[src/ref_switch_pkg.sv]
// constants for the reference switchover monitor
`default_nettype none
package ref_switch_pkg;
  // apb register byte offsets
  localparam logic [7:0] ctrl_addr = 8'h00;
  localparam logic [7:0] mux_addr = 8'h04;
  localparam logic [7:0] cfg_addr = 8'h08;
  localparam logic [7:0] status_addr = 8'h0c;
  // control field positions
  localparam int mode_lo = 0;
  localparam int prim_bit = 2;
  localparam int revert_bit = 3;
  localparam int prog_bit = 4;
  localparam int gin_en_lo = 8;
  localparam int pll_on_lo = 16;
  // reset values
  localparam logic [31:0] ctrl_reset = 32'h0007_3f00;
  localparam logic [31:0] mux_reset = 32'h0000_0003;
  // switchover mode decodes
  localparam logic [1:0] mode_nonrev = 2'b10;
  localparam logic [1:0] mode_rev = 2'b11;
  // counts in clocks of the timing sources, then a source code and the bank and pll counts
  localparam logic [10:0] revert_short = 11'h008;
  localparam logic [10:0] revert_long = 11'h400;
  localparam logic [1:0] miss_limit = 2'h2;
  localparam logic [1:0] hold_cycles = 2'h2;
  localparam logic [1:0] src_ref = 2'h3;
  localparam int n_banks = 6;
  localparam int n_pll = 3;
  localparam int osc_stretch = 4;
endpackage
`default_nettype wire

[src/ref_switch_monitor.sv]
// reference supervision, switchover and output source matrix
// ---------------------------------------------------------------
// How it works
// - any powered pll unlocked raises lock-loss
// - locked only while edges within half period
// - clock-lost when selected or both references vanish
// - time detector from oscillator if both references missing
// - mode 0x manual, 10 nonrevertive, 11 revertive
// - primary bit picks primary, other secondary
// - automatic only with crystal input primary
// - manual select pin picks reference, glitch-free
// - lock-loss held two new-clock cycles per switch
// - auto switch after primary misses two secondary cycles
// - nonrevertive switch asserts both flags two cycles
// - lock-loss stays until pll relocks
// - both references dead raises both flags
// - nonrevertive never returns; pin toggle needed
// - revert after 8 or 1024 good primary cycles
// - revertive ignores the select pin
// - unequal frequencies stay on primary unless missing
// - each bank selects a pll or reference
// - defaults drive only bank one from reference
// - latch five config pins at reset, sixth low
// - pin pairs choose config, divider bit applies
// - configuration held until supply cycles
// - programming mode maps flags to general outputs
// ---------------------------------------------------------------
`default_nettype none
module ref_switch_monitor
(
  // clock, reset, enable
  input wire logic pclk,
  input wire logic presetn,
  input wire logic clk_en,
  // apb slave
  input wire logic psel,
  input wire logic penable,
  input wire logic pwrite,
  input wire logic [7:0] paddr,
  input wire logic [31:0] pwdata,
  output logic [31:0] prdata,
  output logic pready,
  output logic pslverr,
  // reference activity, sampled in pclk
  input wire logic crystal_reference_input,
  input wire logic alternate_clock_input,
  input wire logic osc_tick,
  input wire logic source_select_pin,
  // pll lock monitors
  input wire logic [2:0] pll_phase_err,
  input wire logic [2:0] pll_feedback_edge,
  // configuration pins
  input wire logic [5:0] config_select_pin,
  input wire logic [5:0] pll_div_bits,
  // outputs
  output logic use_secondary,
  output logic lock_lost,
  output logic input_clock_lost_flag,
  output logic general_output_0,
  output logic general_output_1,
  output logic [11:0] bank_source,
  output logic [5:0] pll_config_sel,
  output logic [2:0] divider_config_select
);
  // ---------------------------------------------------------------
  // registers
  // ---------------------------------------------------------------
  logic [31:0] ctrl_r, ctrl_nxt, mux_r, mux_nxt;
  logic wr, rd;
  assign wr = psel & penable & pwrite;
  assign rd = psel & ~pwrite;
  assign pready = 1'b1;
  // configuration is only lost with presetn (supply cycle)
  always_comb
  begin
    ctrl_nxt = ctrl_r;
    mux_nxt = mux_r;
    pslverr = 1'b0;
    if (psel & penable)
    begin
      unique case (paddr)
        ref_switch_pkg::ctrl_addr:
        begin
          if (wr)
            ctrl_nxt = pwdata;
        end
        ref_switch_pkg::mux_addr:
        begin
          if (wr)
            mux_nxt = {20'h0_0000, pwdata[11:0]};
        end
        ref_switch_pkg::cfg_addr,
        ref_switch_pkg::status_addr:
          pslverr = pwrite;
        default:
          pslverr = 1'b1;
      endcase
    end
  end
  always_ff @(posedge pclk or negedge presetn)
  begin
    if (!presetn)
    begin
      ctrl_r <= ref_switch_pkg::ctrl_reset;
      mux_r <= ref_switch_pkg::mux_reset;
    end
    else if (clk_en)
    begin
      ctrl_r <= ctrl_nxt;
      mux_r <= mux_nxt;
    end
  end
  logic [1:0] mode;
  logic prim_alt, revert_long_sel, prog_mode, auto_mode;
  logic [5:0] gin_en;
  logic [2:0] pll_on;
  assign mode = ctrl_r[ref_switch_pkg::mode_lo +: 2];
  assign prim_alt = ctrl_r[ref_switch_pkg::prim_bit];
  assign revert_long_sel = ctrl_r[ref_switch_pkg::revert_bit];
  assign prog_mode = ctrl_r[ref_switch_pkg::prog_bit];
  assign gin_en = ctrl_r[ref_switch_pkg::gin_en_lo +: 6];
  assign pll_on = ctrl_r[ref_switch_pkg::pll_on_lo +: 3];
  // auto only when the crystal input is primary
  assign auto_mode = mode[1] & ~prim_alt;
  // ---------------------------------------------------------------
  // synchronisers
  // ---------------------------------------------------------------
  logic [4:0] s1_r, s2_r, s3_r;
  always_ff @(posedge pclk or negedge presetn)
  begin
    if (!presetn)
    begin
      s1_r <= 5'h00;
      s2_r <= 5'h00;
      s3_r <= 5'h00;
    end
    else if (clk_en)
    begin
      s1_r <= {osc_tick, source_select_pin, alternate_clock_input,
               crystal_reference_input, 1'b0};
      s2_r <= s1_r;
      s3_r <= s2_r;
    end
  end
  logic xtal_edge, alt_edge, osc_edge, sel_pin;
  assign xtal_edge = s2_r[1] ^ s3_r[1];
  assign alt_edge = s2_r[2] ^ s3_r[2];
  assign osc_edge = s2_r[4] & ~s3_r[4];
  assign sel_pin = s2_r[3] & gin_en[5];
  logic prim_edge, sec_edge;
  assign prim_edge = prim_alt ? alt_edge : xtal_edge;
  assign sec_edge = prim_alt ? xtal_edge : alt_edge;
  // cycles are counted on rises, toggles only prove activity
  logic xtal_rise, alt_rise, prim_rise, sec_rise;
  assign xtal_rise = s2_r[1] & ~s3_r[1];
  assign alt_rise = s2_r[2] & ~s3_r[2];
  assign prim_rise = prim_alt ? alt_rise : xtal_rise;
  assign sec_rise = prim_alt ? xtal_rise : alt_rise;
  // ---------------------------------------------------------------
  // activity detectors
  // ---------------------------------------------------------------
  logic [1:0] prim_miss_r, prim_miss_nxt, sec_miss_r, sec_miss_nxt;
  logic [2:0] osc_cnt_r, osc_cnt_nxt;
  logic prim_dead, sec_dead, sel_dead;
  // osc gives a time base when both references stop
  always_comb
  begin
    prim_miss_nxt = prim_miss_r;
    sec_miss_nxt = sec_miss_r;
    osc_cnt_nxt = osc_cnt_r;
    if (prim_edge)
      prim_miss_nxt = 2'h0;
    else if (sec_rise && prim_miss_r != ref_switch_pkg::miss_limit)
      prim_miss_nxt = prim_miss_r + 2'h1;
    if (sec_edge)
      sec_miss_nxt = 2'h0;
    else if (prim_rise && sec_miss_r != ref_switch_pkg::miss_limit)
      sec_miss_nxt = sec_miss_r + 2'h1;
    if (prim_edge || sec_edge)
      osc_cnt_nxt = 3'h0;
    else if (osc_edge && osc_cnt_r != 3'(ref_switch_pkg::osc_stretch))
      osc_cnt_nxt = osc_cnt_r + 3'h1;
  end
  always_ff @(posedge pclk or negedge presetn)
  begin
    if (!presetn)
    begin
      prim_miss_r <= 2'h0;
      sec_miss_r <= 2'h0;
      osc_cnt_r <= 3'h0;
    end
    else if (clk_en)
    begin
      prim_miss_r <= prim_miss_nxt;
      sec_miss_r <= sec_miss_nxt;
      osc_cnt_r <= osc_cnt_nxt;
    end
  end
  logic both_dead;
  assign both_dead = osc_cnt_r == 3'(ref_switch_pkg::osc_stretch);
  assign prim_dead = prim_miss_r == ref_switch_pkg::miss_limit || both_dead;
  assign sec_dead = sec_miss_r == ref_switch_pkg::miss_limit || both_dead;
  // ---------------------------------------------------------------
  // switchover state machine
  // ---------------------------------------------------------------
  typedef enum logic [1:0] {on_prim, on_sec, on_sec_held} sw_state_t;
  sw_state_t st_r, st_nxt;
  logic [10:0] good_r, good_nxt;
  logic pin_last_r, pin_last_nxt, switched;
  logic [10:0] revert_need;
  assign revert_need = revert_long_sel ? ref_switch_pkg::revert_long
                                       : ref_switch_pkg::revert_short;
  always_comb
  begin
    st_nxt = st_r;
    good_nxt = good_r;
    pin_last_nxt = sel_pin;
    if (prim_dead)
      good_nxt = 11'h000;
    else if (prim_rise && good_r != revert_need)
      good_nxt = good_r + 11'h001;
    unique case (st_r)
      on_prim:
      begin
        if (!auto_mode && sel_pin)
          st_nxt = on_sec;
        else if (auto_mode && prim_miss_r == ref_switch_pkg::miss_limit)
          st_nxt = mode[0] ? on_sec : on_sec_held;
      end
      on_sec:
      begin
        if (!auto_mode && !sel_pin)
          st_nxt = on_prim;
        else if (auto_mode && mode[0] && good_r == revert_need)
          st_nxt = on_prim;
      end
      on_sec_held:
      begin
        if (!auto_mode || mode[0])
          st_nxt = on_sec;
        else if (sel_pin != pin_last_r)
          st_nxt = on_prim;
      end
    endcase
  end
  always_ff @(posedge pclk or negedge presetn)
  begin
    if (!presetn)
    begin
      st_r <= on_prim;
      good_r <= 11'h000;
      pin_last_r <= 1'b0;
    end
    else if (clk_en)
    begin
      st_r <= st_nxt;
      good_r <= good_nxt;
      pin_last_r <= pin_last_nxt;
    end
  end
  assign switched = (st_nxt == on_prim) != (st_r == on_prim);
  assign use_secondary = st_r != on_prim;
  assign sel_dead = use_secondary ? sec_dead : prim_dead;
  // ---------------------------------------------------------------
  // lock detection and flags
  // ---------------------------------------------------------------
  logic [1:0] hold_r, hold_nxt;
  logic relock_r, relock_nxt, any_unlock, new_edge;
  logic lock_nxt, lost_nxt;
  // unpowered plls are masked so a shutdown never flags
  assign any_unlock = |(pll_on & pll_phase_err);
  assign new_edge = use_secondary ? sec_rise : prim_rise;
  always_comb
  begin
    hold_nxt = hold_r;
    relock_nxt = relock_r;
    if (switched)
    begin
      // first rise after the switch only opens a whole cycle
      hold_nxt = ref_switch_pkg::hold_cycles + 2'h1;
      relock_nxt = auto_mode;
    end
    else
    begin
      if (new_edge && hold_r != 2'h0)
        hold_nxt = hold_r - 2'h1;
      if (relock_r && hold_r == 2'h0 && !any_unlock
          && |(pll_on & pll_feedback_edge))
        relock_nxt = 1'b0;
    end
    lock_nxt = any_unlock || hold_nxt != 2'h0 || relock_nxt || both_dead;
    lost_nxt = sel_dead || both_dead ||
               (st_nxt == on_sec_held && hold_nxt != 2'h0) ||
               (auto_mode && mode[0] && st_nxt == on_sec);
  end
  always_ff @(posedge pclk or negedge presetn)
  begin
    if (!presetn)
    begin
      hold_r <= 2'h0;
      relock_r <= 1'b0;
      lock_lost <= 1'b0;
      input_clock_lost_flag <= 1'b0;
    end
    else if (clk_en)
    begin
      hold_r <= hold_nxt;
      relock_r <= relock_nxt;
      lock_lost <= lock_nxt;
      input_clock_lost_flag <= lost_nxt;
    end
  end
  assign general_output_0 = prog_mode & lock_lost;
  assign general_output_1 = prog_mode & input_clock_lost_flag;
  // ---------------------------------------------------------------
  // configuration select and matrix
  // ---------------------------------------------------------------
  logic cfg_taken_r;
  logic [5:0] cfg_latch_r, cfg_pins;
  // pins caught on the first enabled edge after release
  always_ff @(posedge pclk or negedge presetn)
  begin
    if (!presetn)
    begin
      cfg_taken_r <= 1'b0;
      cfg_latch_r <= 6'h00;
    end
    else if (clk_en && !cfg_taken_r)
    begin
      cfg_taken_r <= 1'b1;
      cfg_latch_r <= {1'b0, config_select_pin[4:0]};
    end
  end
  assign cfg_pins = prog_mode ? cfg_latch_r
                              : (config_select_pin & gin_en);
  always_ff @(posedge pclk or negedge presetn)
  begin
    if (!presetn)
    begin
      pll_config_sel <= 6'h00;
      divider_config_select <= 3'h0;
      bank_source <= 12'h000;
      prdata <= 32'h0000_0000;
    end
    else if (clk_en)
    begin
      pll_config_sel <= cfg_pins;
      for (int i = 0; i < ref_switch_pkg::n_pll; i++)
        divider_config_select[i] <= pll_div_bits[2*i +: 2] != 2'h0
          && cfg_pins[2*i +: 2] != 2'h0;
      bank_source <= mux_r[11:0];
      if (rd)
      begin
        unique case (paddr)
          ref_switch_pkg::ctrl_addr: prdata <= ctrl_r;
          ref_switch_pkg::mux_addr: prdata <= mux_r;
          ref_switch_pkg::cfg_addr:
            prdata <= {26'h000_0000, cfg_pins};
          ref_switch_pkg::status_addr:
            prdata <= {26'h000_0000, both_dead, prim_dead, sec_dead,
                       input_clock_lost_flag, lock_lost, use_secondary};
          default: prdata <= 32'h0000_0000;
        endcase
      end
    end
  end
  // ---------------------------------------------------------------
  // checks
  // ---------------------------------------------------------------
  property p_unlock;
    @(posedge pclk) disable iff (!presetn)
    clk_en && |(pll_on & pll_phase_err) |=> lock_lost;
  endproperty
  a_unlock: assert property (p_unlock) else $error("unlock missed");
  property p_hold;
    @(posedge pclk) disable iff (!presetn)
    clk_en && switched |=> lock_lost;
  endproperty
  a_hold: assert property (p_hold) else $error("no switch hold");
  property p_both;
    @(posedge pclk) disable iff (!presetn)
    clk_en && both_dead |=> lock_lost && input_clock_lost_flag;
  endproperty
  a_both: assert property (p_both) else $error("both dead");
  property p_nonrev;
    @(posedge pclk) disable iff (!presetn)
    st_r == on_sec_held && clk_en && sel_pin == pin_last_r
      && auto_mode && !mode[0] |=> st_r == on_sec_held;
  endproperty
  a_nonrev: assert property (p_nonrev) else $error("reverted");
  property p_manual_only_xtal;
    @(posedge pclk) disable iff (!presetn)
    prim_alt && clk_en |=> st_r != on_sec_held;
  endproperty
  a_manual_only_xtal: assert property (p_manual_only_xtal)
    else $error("auto on alt");
  property p_gout;
    @(posedge pclk) disable iff (!presetn)
    !prog_mode |-> !general_output_0 && !general_output_1;
  endproperty
  a_gout: assert property (p_gout) else $error("gout leak");
  property p_cfg6;
    @(posedge pclk) disable iff (!presetn)
    cfg_taken_r |-> !cfg_latch_r[5];
  endproperty
  a_cfg6: assert property (p_cfg6) else $error("pin six set");
  property p_revert;
    @(posedge pclk) disable iff (!presetn)
    clk_en && st_r == on_sec && auto_mode && mode[0]
      && good_r == revert_need |=> st_r == on_prim;
  endproperty
  a_revert: assert property (p_revert) else $error("no revert");
  c_switch: cover property (@(posedge pclk) switched);
  c_held: cover property (@(posedge pclk) st_r == on_sec_held);
  c_both: cover property (@(posedge pclk) both_dead);
endmodule
`default_nettype wire

[config.mk]
export PLATFORM = sky130hd
export DESIGN_NAME = ref_switch_monitor
export DESIGN_NICKNAME = d
export VERILOG_FILES = /design/src/ref_switch_pkg.sv /design/src/ref_switch_monitor.sv
export SDC_FILE = /design/constraint.sdc
export NUM_CORES = 1
export LEC_CHECK = 0
export BUFFER_PORTS_ARGS = -buffer_cell sky130_fd_sc_hd__buf_2
export CAP_MARGIN = 0
export CORE_MARGIN = 3
export CORE_UTILIZATION = 40
export CTS_CLUSTER_DIAMETER = 50
export CTS_CLUSTER_SIZE = 20
export DETAILED_ROUTE_END_ITERATION = 8
export GPL_ROUTABILITY_DRIVEN = 0
export PLACE_DENSITY = 0.61
export SLEW_MARGIN = 20
export SYNTH_ARGS = -nofsm -noshare
export SYNTH_HDL_FRONTEND = slang
export SYNTH_SLANG_ARGS = --single-unit
export TNS_END_PERCENT = 50
[constraint.sdc]
create_clock -name pclk -period 2.4 [get_ports pclk]
set_clock_uncertainty 0.05 [all_clocks]
set_input_delay 0.72 -clock pclk [delete_from_list [all_inputs] [get_ports pclk]]
set_output_delay 0.72 -clock pclk [all_outputs]
set_load 0.03 [all_outputs]
==> out/results.tsv, run 1 <==
metric	value	unit
synth_edf_count	0	
drv_slew	0	
antenna_found_initial	1	
design_area	8630	sq um
die_height	134	um
fin_tns_setup	-1.23	ns
cp-start-kind	primary input	
yosys_warnings	0	
seqPwrFrac	38.9	%
synth.cell_area	6520	sq um
rr_endpoint	relock_r	
first_pass_iters	4	
nNetsFinal	779	
drt-initial-drc-count	288	
start_util	40.9	%
place_area	7590	sq um
p_int	4.82	mW
dp_hpwl	11800	um
setup_viol	21	
routedWlPerCell	17.9	um
syn-instance-count	536	
fin_crit	2.68	ns
worstRegToRegCells	10	
grt_max_degree	49	
drc	0	
leakage	4.24	nW
hold_path_class	primary input to asynchronous set/reset pin	
worstPathCellList	buf_6 > or4_4 > buf_6 > a2111oi_4 > nor2_2 > buf_6	
vias	4880	
cts_buffer_depth	2	
rows	46	
groute.usage.overall	18.4	%
outcome	complete, but fails checks	
fillers	1410	
final.period_utilization	112	%
reg2reg_slack	0.01	ns
wirelength	16600	um
required	1.63	ns
switchingPower	1.85	mW
drive_above_1_share	49.3	%
slew_headroom	55.9	%
portBuffers	126	
h-tree-depth	4	
ant_nets	0	
clock_power_share	40.6	%
die_x	134	um
cp-end-kind	primary output	
grt_pass1_wl	25600	um
tightest_slew	0.654	ns
yosysSeqAreaShare	54.0	%
clock_latency	0.42	ns
violations	negative setup slack	
syn_to_final_growth	32.3	%
cp_max_fo	2	
async_flop_share	100	%
grt_pass1_vias	4966	
timing.fmax	373	MHz
grt-ovfl-total	0	
ys_seq_elements	140	
cts_hold_buf	0	
final_hold_viol_count	0	
clkTransAtPathRegs	0.06	ns
cts-root-buf	clkbuf_16	
criticalPathCategory	primary input to primary output	
peakVddDrop	0.000626	V
fin_ws	-0.282	ns
crit_slowest_cell	or4_4	
io_pins	128	
cts_sinks	140	
cts_buffers	17	
timing.rr.start	good_r[1]	
core_area	15900	sq um
cp_common_cell	buf_6	
synth_area_per_cell	12.2	sq um
synth_nets	616	
cellPowerDensity	773	nW/um^2
dieArea	17900	sq um
cts_tree	yes	
p_comb_share	20.5	%
arrival	1.91	ns
slowest_delay	0.55	ns
yosys_most_used_dff	dfrtp_1	
rsz0062_at_grt	true	
switching_share	27.7	%
synth_cell_types	64	
vias_per_cell	5.25	
cap_viol_max_count	0	
## cells in the mapped netlist, drive strengths merged, types with 2 or more instances
cell type	count	share of area [%]
a222oi	2	0.31
buf	14	1.9
or3b	2	0.27
nand3b	4	0.46
o221ai	4	0.54
mux2	80	14
dfstp	11	4.4
or4	2	0.23
o211ai	5	0.65
dfrtp	129	50
a21oi	17	1.4
nand2	38	2.2
nand2b	3	0.29
a2111oi	2	0.27
a31oi	6	0.58
nand3	4	0.31
o21ai	32	2.5
xnor2	6	0.81
o22ai	2	0.19
mux4	4	1.4
nand4	3	0.29
nor2	21	1.3
a22o	26	3.9
ha	12	2.3
a211oi	3	0.42
o31ai	2	0.23
o21a	3	0.35
nor2b	6	0.58
and2	3	0.29
clkbuf	13	0.75
inv	29	1.7
or3	7	0.75
nor3	9	0.69
or2	3	0.29
mux2i	11	1.7
## worst max path at each step
| stage | startpoint | end | cells after the start |
|---|---|---|---|
| 2_1_floorplan | paddr[5] | ctrl_r[0] | 5 |
| 3_3_place_gp | paddr[5] | ctrl_r[7] | 6 |
| 3_5_place_dp | paddr[5] | prdata[29] | 8 |
| 4_1_cts | paddr[5] | pslverr | 6 |
| 5_1_grt | paddr[5] | pslverr | 6 |
| 6_report | paddr[5] | pslverr | 6 |
## area by class of cell
cell class	count	area [sq um]	area share, %
Tap cell	216	270	3.13
Clock buffer	20	447	5.18
Clock inverter	12	164	1.90
Inverter	29	109	1.26
Sequential cell	140	3520	40.8
Multi-Input combinational cell	340	3040	35.2
Timing Repair Buffer	171	1080	12.5
Antenna cell	1	2.50	0.0290
## cell usage in the layout (no fill, tap or decap), types with 6 or more instances in the layout
cell type	count
ha_1	9
dfrtp_1	129
buf_4	35
inv_1	27
dfstp_2	11
nor3_1	6
nand2_1	38
a21oi_1	15
o21ai_0	31
a22o_4	19
clkbuf_16	19
mux2_2	78
buf_2	122
mux2i_1	10
nor2_1	18
buf_6	8
a22o_1	7
## flip-flops by register name (all words and copies together), names as in the netlist, 2 cells and up
| signal | count |
|---|---|
| bank_source | 12 |
| cfg_latch_r | 5 |
| ctrl_r | 32 |
| divider_config_select | 3 |
| good_r | 11 |
| hold_r | 2 |
| mux_r | 12 |
| osc_cnt_r | 3 |
| pll_config_sel | 6 |
| prdata | 32 |
| prim_miss_r | 2 |
| s1_r | 4 |
| s2_r | 4 |
| s3_r | 3 |
| sec_miss_r | 2 |
| st_r | 2 |
## per-stage QoR
step	std cells	total power [mW]	setup slack, ns	hold slack, ns	utilization (%)
6_report	929	6.67	-0.282	0.188	54.1
4_1_cts	921	6.56	-0.273	0.197	51.9
5_1_grt	929	6.98	-0.366	0.215	54.1
2_1_floorplan	536	3.36	-0.253	0.374	-
3_5_place_dp	889	3.77	-0.430	0.395	47.6
3_3_place_gp	889	3.72	-0.398	0.390	47.6
## logic make-up (layout without fill, tap and decap cells)
group | count (synthesis) | after routing | share of synthesized area, %
mux | 95 | 95 | 16.9
other cells | 1 | 2 | 0.0575
simple gates | 112 | 112 | 9.06
fa+ha+maj | 12 | 12 | 2.30
compound gates | 113 | 113 | 12.5
buf+inv | 56 | 232 | 4.30
flops | 140 | 140 | 54.0
xor+xnor | 7 | 7 | 0.941
## worst max-delay path: cells and delay by family
| kind | cells | cell delay, ns |
|---|---|---|
| buf+inv | 3 | 0.37 |
| simple gates | 2 | 0.61 |
| compound gates | 1 | 0.21 |
## power groups by stage
stage	clock network, mW	logic (mW)	registers [mW]
5_1_grt	2.87	1.50	2.61
3_3_place_gp	0	1.10	2.62
3_5_place_dp	0	1.14	2.63
4_1_cts	2.77	1.20	2.59
2_1_floorplan	0	0.716	2.64
6_report	2.71	1.37	2.59
## routing by layer
layer	share of wire [%]	vias to the layer above	GRT usage, %
met5	0	-	0
met3	4.3	21	4.46
met4	2.0	0	6.40
li1	-	2267	-
met1	46	2451	24.6
met2	48	141	29.5
## what timing repair did
action	CTS	global route
pin swaps	5	5
gates cloned	0	3
hold endpoints to repair	0	0
gates resized for setup	14	46
endpoints found under the setup margin	14	62
buffers inserted	0	4
Power figures use the tool's default switching activity.
==> run 2, diff against run 1 <==
--- a/config.mk
+++ b/config.mk
@@ -8,12 +8,12 @@
 export BUFFER_PORTS_ARGS = -buffer_cell sky130_fd_sc_hd__buf_2
 export CAP_MARGIN = 0
 export CORE_MARGIN = 3
-export CORE_UTILIZATION = 40
+export CORE_UTILIZATION = 50
 export CTS_CLUSTER_DIAMETER = 50
 export CTS_CLUSTER_SIZE = 20
 export DETAILED_ROUTE_END_ITERATION = 8
 export GPL_ROUTABILITY_DRIVEN = 0
-export PLACE_DENSITY = 0.61
+export PLACE_DENSITY = 0.74
 export SLEW_MARGIN = 20
 export SYNTH_ARGS = -nofsm -noshare
 export SYNTH_HDL_FRONTEND = slang
==> run 2 against run 1 <==
Compared with the run above:
- the run still ends with negative setup slack left
- first-iteration DRC count rose by 20%
- worst setup slack improved by 0.0060 ns
- count of clock-buffer cells in the layout rose by 2
- power fell by 1.7%
- worst hold slack got worse by 0.033 ns
- clock power fell by 4%
- sequential power barely moved
- core utilization rose by 12 points
- critical path type unchanged
- critical endpoint unchanged
- largest power group is now sequential cells
==> out/results.tsv, run 2 (synthesis gave the netlist of run 1 again) <==
metric	value	unit	change
worstPathCellList	buf_2 > or4_4 > buf_4 > a2111oi_4 > nor2_2 > buf_6		was buf_6 > or4_4 > buf_6 > a2111oi_4 > nor2_2 > buf_6
clkTransAtPathRegs	0.06	ns	about the same
final_cells	885		was 929
seq_area	3520	sq um	unchanged
final.period_utilization	112	%	about the same
timing.fmax	374	MHz	was 373 MHz
dp_cells	848		was 889
required	1.63	ns	about the same
outcome	complete, but fails checks		unchanged
final_cell_mix	129 x dfrtp_1, 124 x buf_2, 78 x mux2_2		was 129 x dfrtp_1, 122 x buf_2, 78 x mux2_2
grt_pass1_wl	26200	um	was 25600 um
fin_ws	-0.276	ns	was -0.282 ns
grt-ovfl-total	0		unchanged
clock_latency	0.42	ns	about the same
setup_viol	5		was 21
core_area	12700	sq um	was 15900 sq um
vias_per_cell	5.63		was 5.25
ant_nets	0		unchanged
cap_viol_max_count	0		unchanged
drc	0		unchanged
hold_path_class	primary input to asynchronous set/reset pin		unchanged
cp_max_fo	2		unchanged
h-tree-depth	4		unchanged
cts_tree	yes		unchanged
wirelength	16300	um	was 16600 um
grt_pass1_vias	5270		was 4966
tightest_slew	0.610	ns	was 0.654 ns
crit_slowest_cell	or4_4		unchanged
rsz0062_at_grt	true		unchanged
dp_hpwl	11500	um	was 11800 um
place_area	7570	sq um	was 7590 sq um
die_height	120	um	was 134 um
final_common_cell	dfrtp_1		unchanged
utilization	65.6	%	was 54.1%
cp-start-kind	primary input		unchanged
io_pins	128		unchanged
drive_above_1_share	48.0	%	was 49.3%
groute.usage.overall	23.2	%	was 18.4%
violations	negative setup slack		unchanged
reg_top3	ctrl_r (32), prdata (32)		unchanged
leakage	4.11	nW	was 4.24 nW
cellPowerDensity	788	nW/um^2	was 773 nW/um^2
pre_cts_ws	-0.426	ns	was -0.430 ns
syn_to_final_growth	27.6	%	was 32.3%
cp-end-kind	primary output		unchanged
totalPowerFinal	6.56	mW	was 6.67 mW
critPathTopFamily	simple AND/OR/NAND/NOR gates		unchanged
peakVddDrop	0.000694	V	was 0.000626 V
dieArea	14400	sq um	was 17900 sq um
drt-initial-drc-count	345		was 288
first_pass_iters	5		was 4
worst-path-buf-inv	3		unchanged
start_util	51.4	%	was 40.9%
drv_slew	0		unchanged
cts_buffer_depth	2		unchanged
die_x	120	um	was 134 um
multi_input_area	2840	sq um	was 3040 sq um
portBuffers	126		unchanged
slew_headroom	58.9	%	was 55.9%
arrival	1.91	ns	about the same
rows	41		was 46
fillers	977		was 1410
reg2reg_slack	-0.12	ns	was 0.01 ns
final_hold_viol_count	0		unchanged
cts-root-buf	clkbuf_16		unchanged
fin_crit	2.68	ns	about the same
criticalPathCategory	primary input to primary output		unchanged
design_area	8320	sq um	was 8630 sq um
nNetsFinal	779		unchanged
vias	4984		was 4880
cts_sinks	140		unchanged
antenna_found_initial	1		unchanged
slowest_delay	0.52	ns	was 0.55 ns
grt_max_degree	53		was 49
routedWlPerCell	18.4	um	was 17.9 um
cts_buffers	17		unchanged
run 2: worst paths after layout:
check	start	to	cells past startpoint
max	paddr[5]	pslverr	6
min	presetn	sec_miss_r[1]	1
max reg2reg	good_r[0]	relock_r	10
min reg2reg	cfg_taken_r	cfg_taken_r	1
max in group asynchronous	presetn	ctrl_r[12]	2
min in group pclk	cfg_taken_r	cfg_taken_r	1
run 2: area by class of cell:
type / instances / share of cell area [%]
inverters: 29 / 1.31
clock buffers: 22 / 5.70
diodes: 1 / 0.0301
well taps: 172 / 2.59
repair buffers: 171 / 12.5
clock inverters: 10 / 1.37
flip-flops and latches: 140 / 42.3
multi-input cells: 340 / 34.2
run 2: through the flow:
stage / TNS, ns / hold slack (ns)
after CTS: -0.275 / 0.163
final: -0.545 / 0.155
after global placement: -20.24 / 0.390
after detailed placement: -22.47 / 0.405
after floorplan: -11.62 / 0.374
after global routing: -1.16 / 0.164
run 2: where the power goes:
part	switching, mW	internal [mW]
logic	0.728	0.636
registers	0.0968	2.50
clock network	0.990	1.61
run 2: per-layer routing:
| layer | vias to the layer above | share of wire [%] | global-route usage [%] |
|---|---|---|---|
| met3 | 35 | 6.3 | 4.82 |
| met2 | 175 | 50 | 39.2 |
| met4 | 0 | 2.9 | 10.7 |
| met1 | 2512 | 41 | 28.8 |
| li1 | 2262 | - | - |
| met5 | - | 0 | 0 |
run 2: worst reg2reg max path, stage by stage (launching register included):
cell	delay (ns)
dfrtp_1	0.40
inv_2	0.07
ha_4	0.11
or4b_4	0.46
a211oi_4	0.35
a31oi_4	0.17
a21oi_2	0.17
o211ai_2	0.15
buf_4	0.17
mux2_2	0.25
nor2_1	0.10
run 2: repair_timing:
action / 4_1_cts / 5_1_grt
hold buffers: 0 / 0
cloned: 0 / 1
setup endpoints to repair: 9 / 35
setup buffers: 0 / 3
resized for setup: 10 / 20
pin swaps: 2 / 9
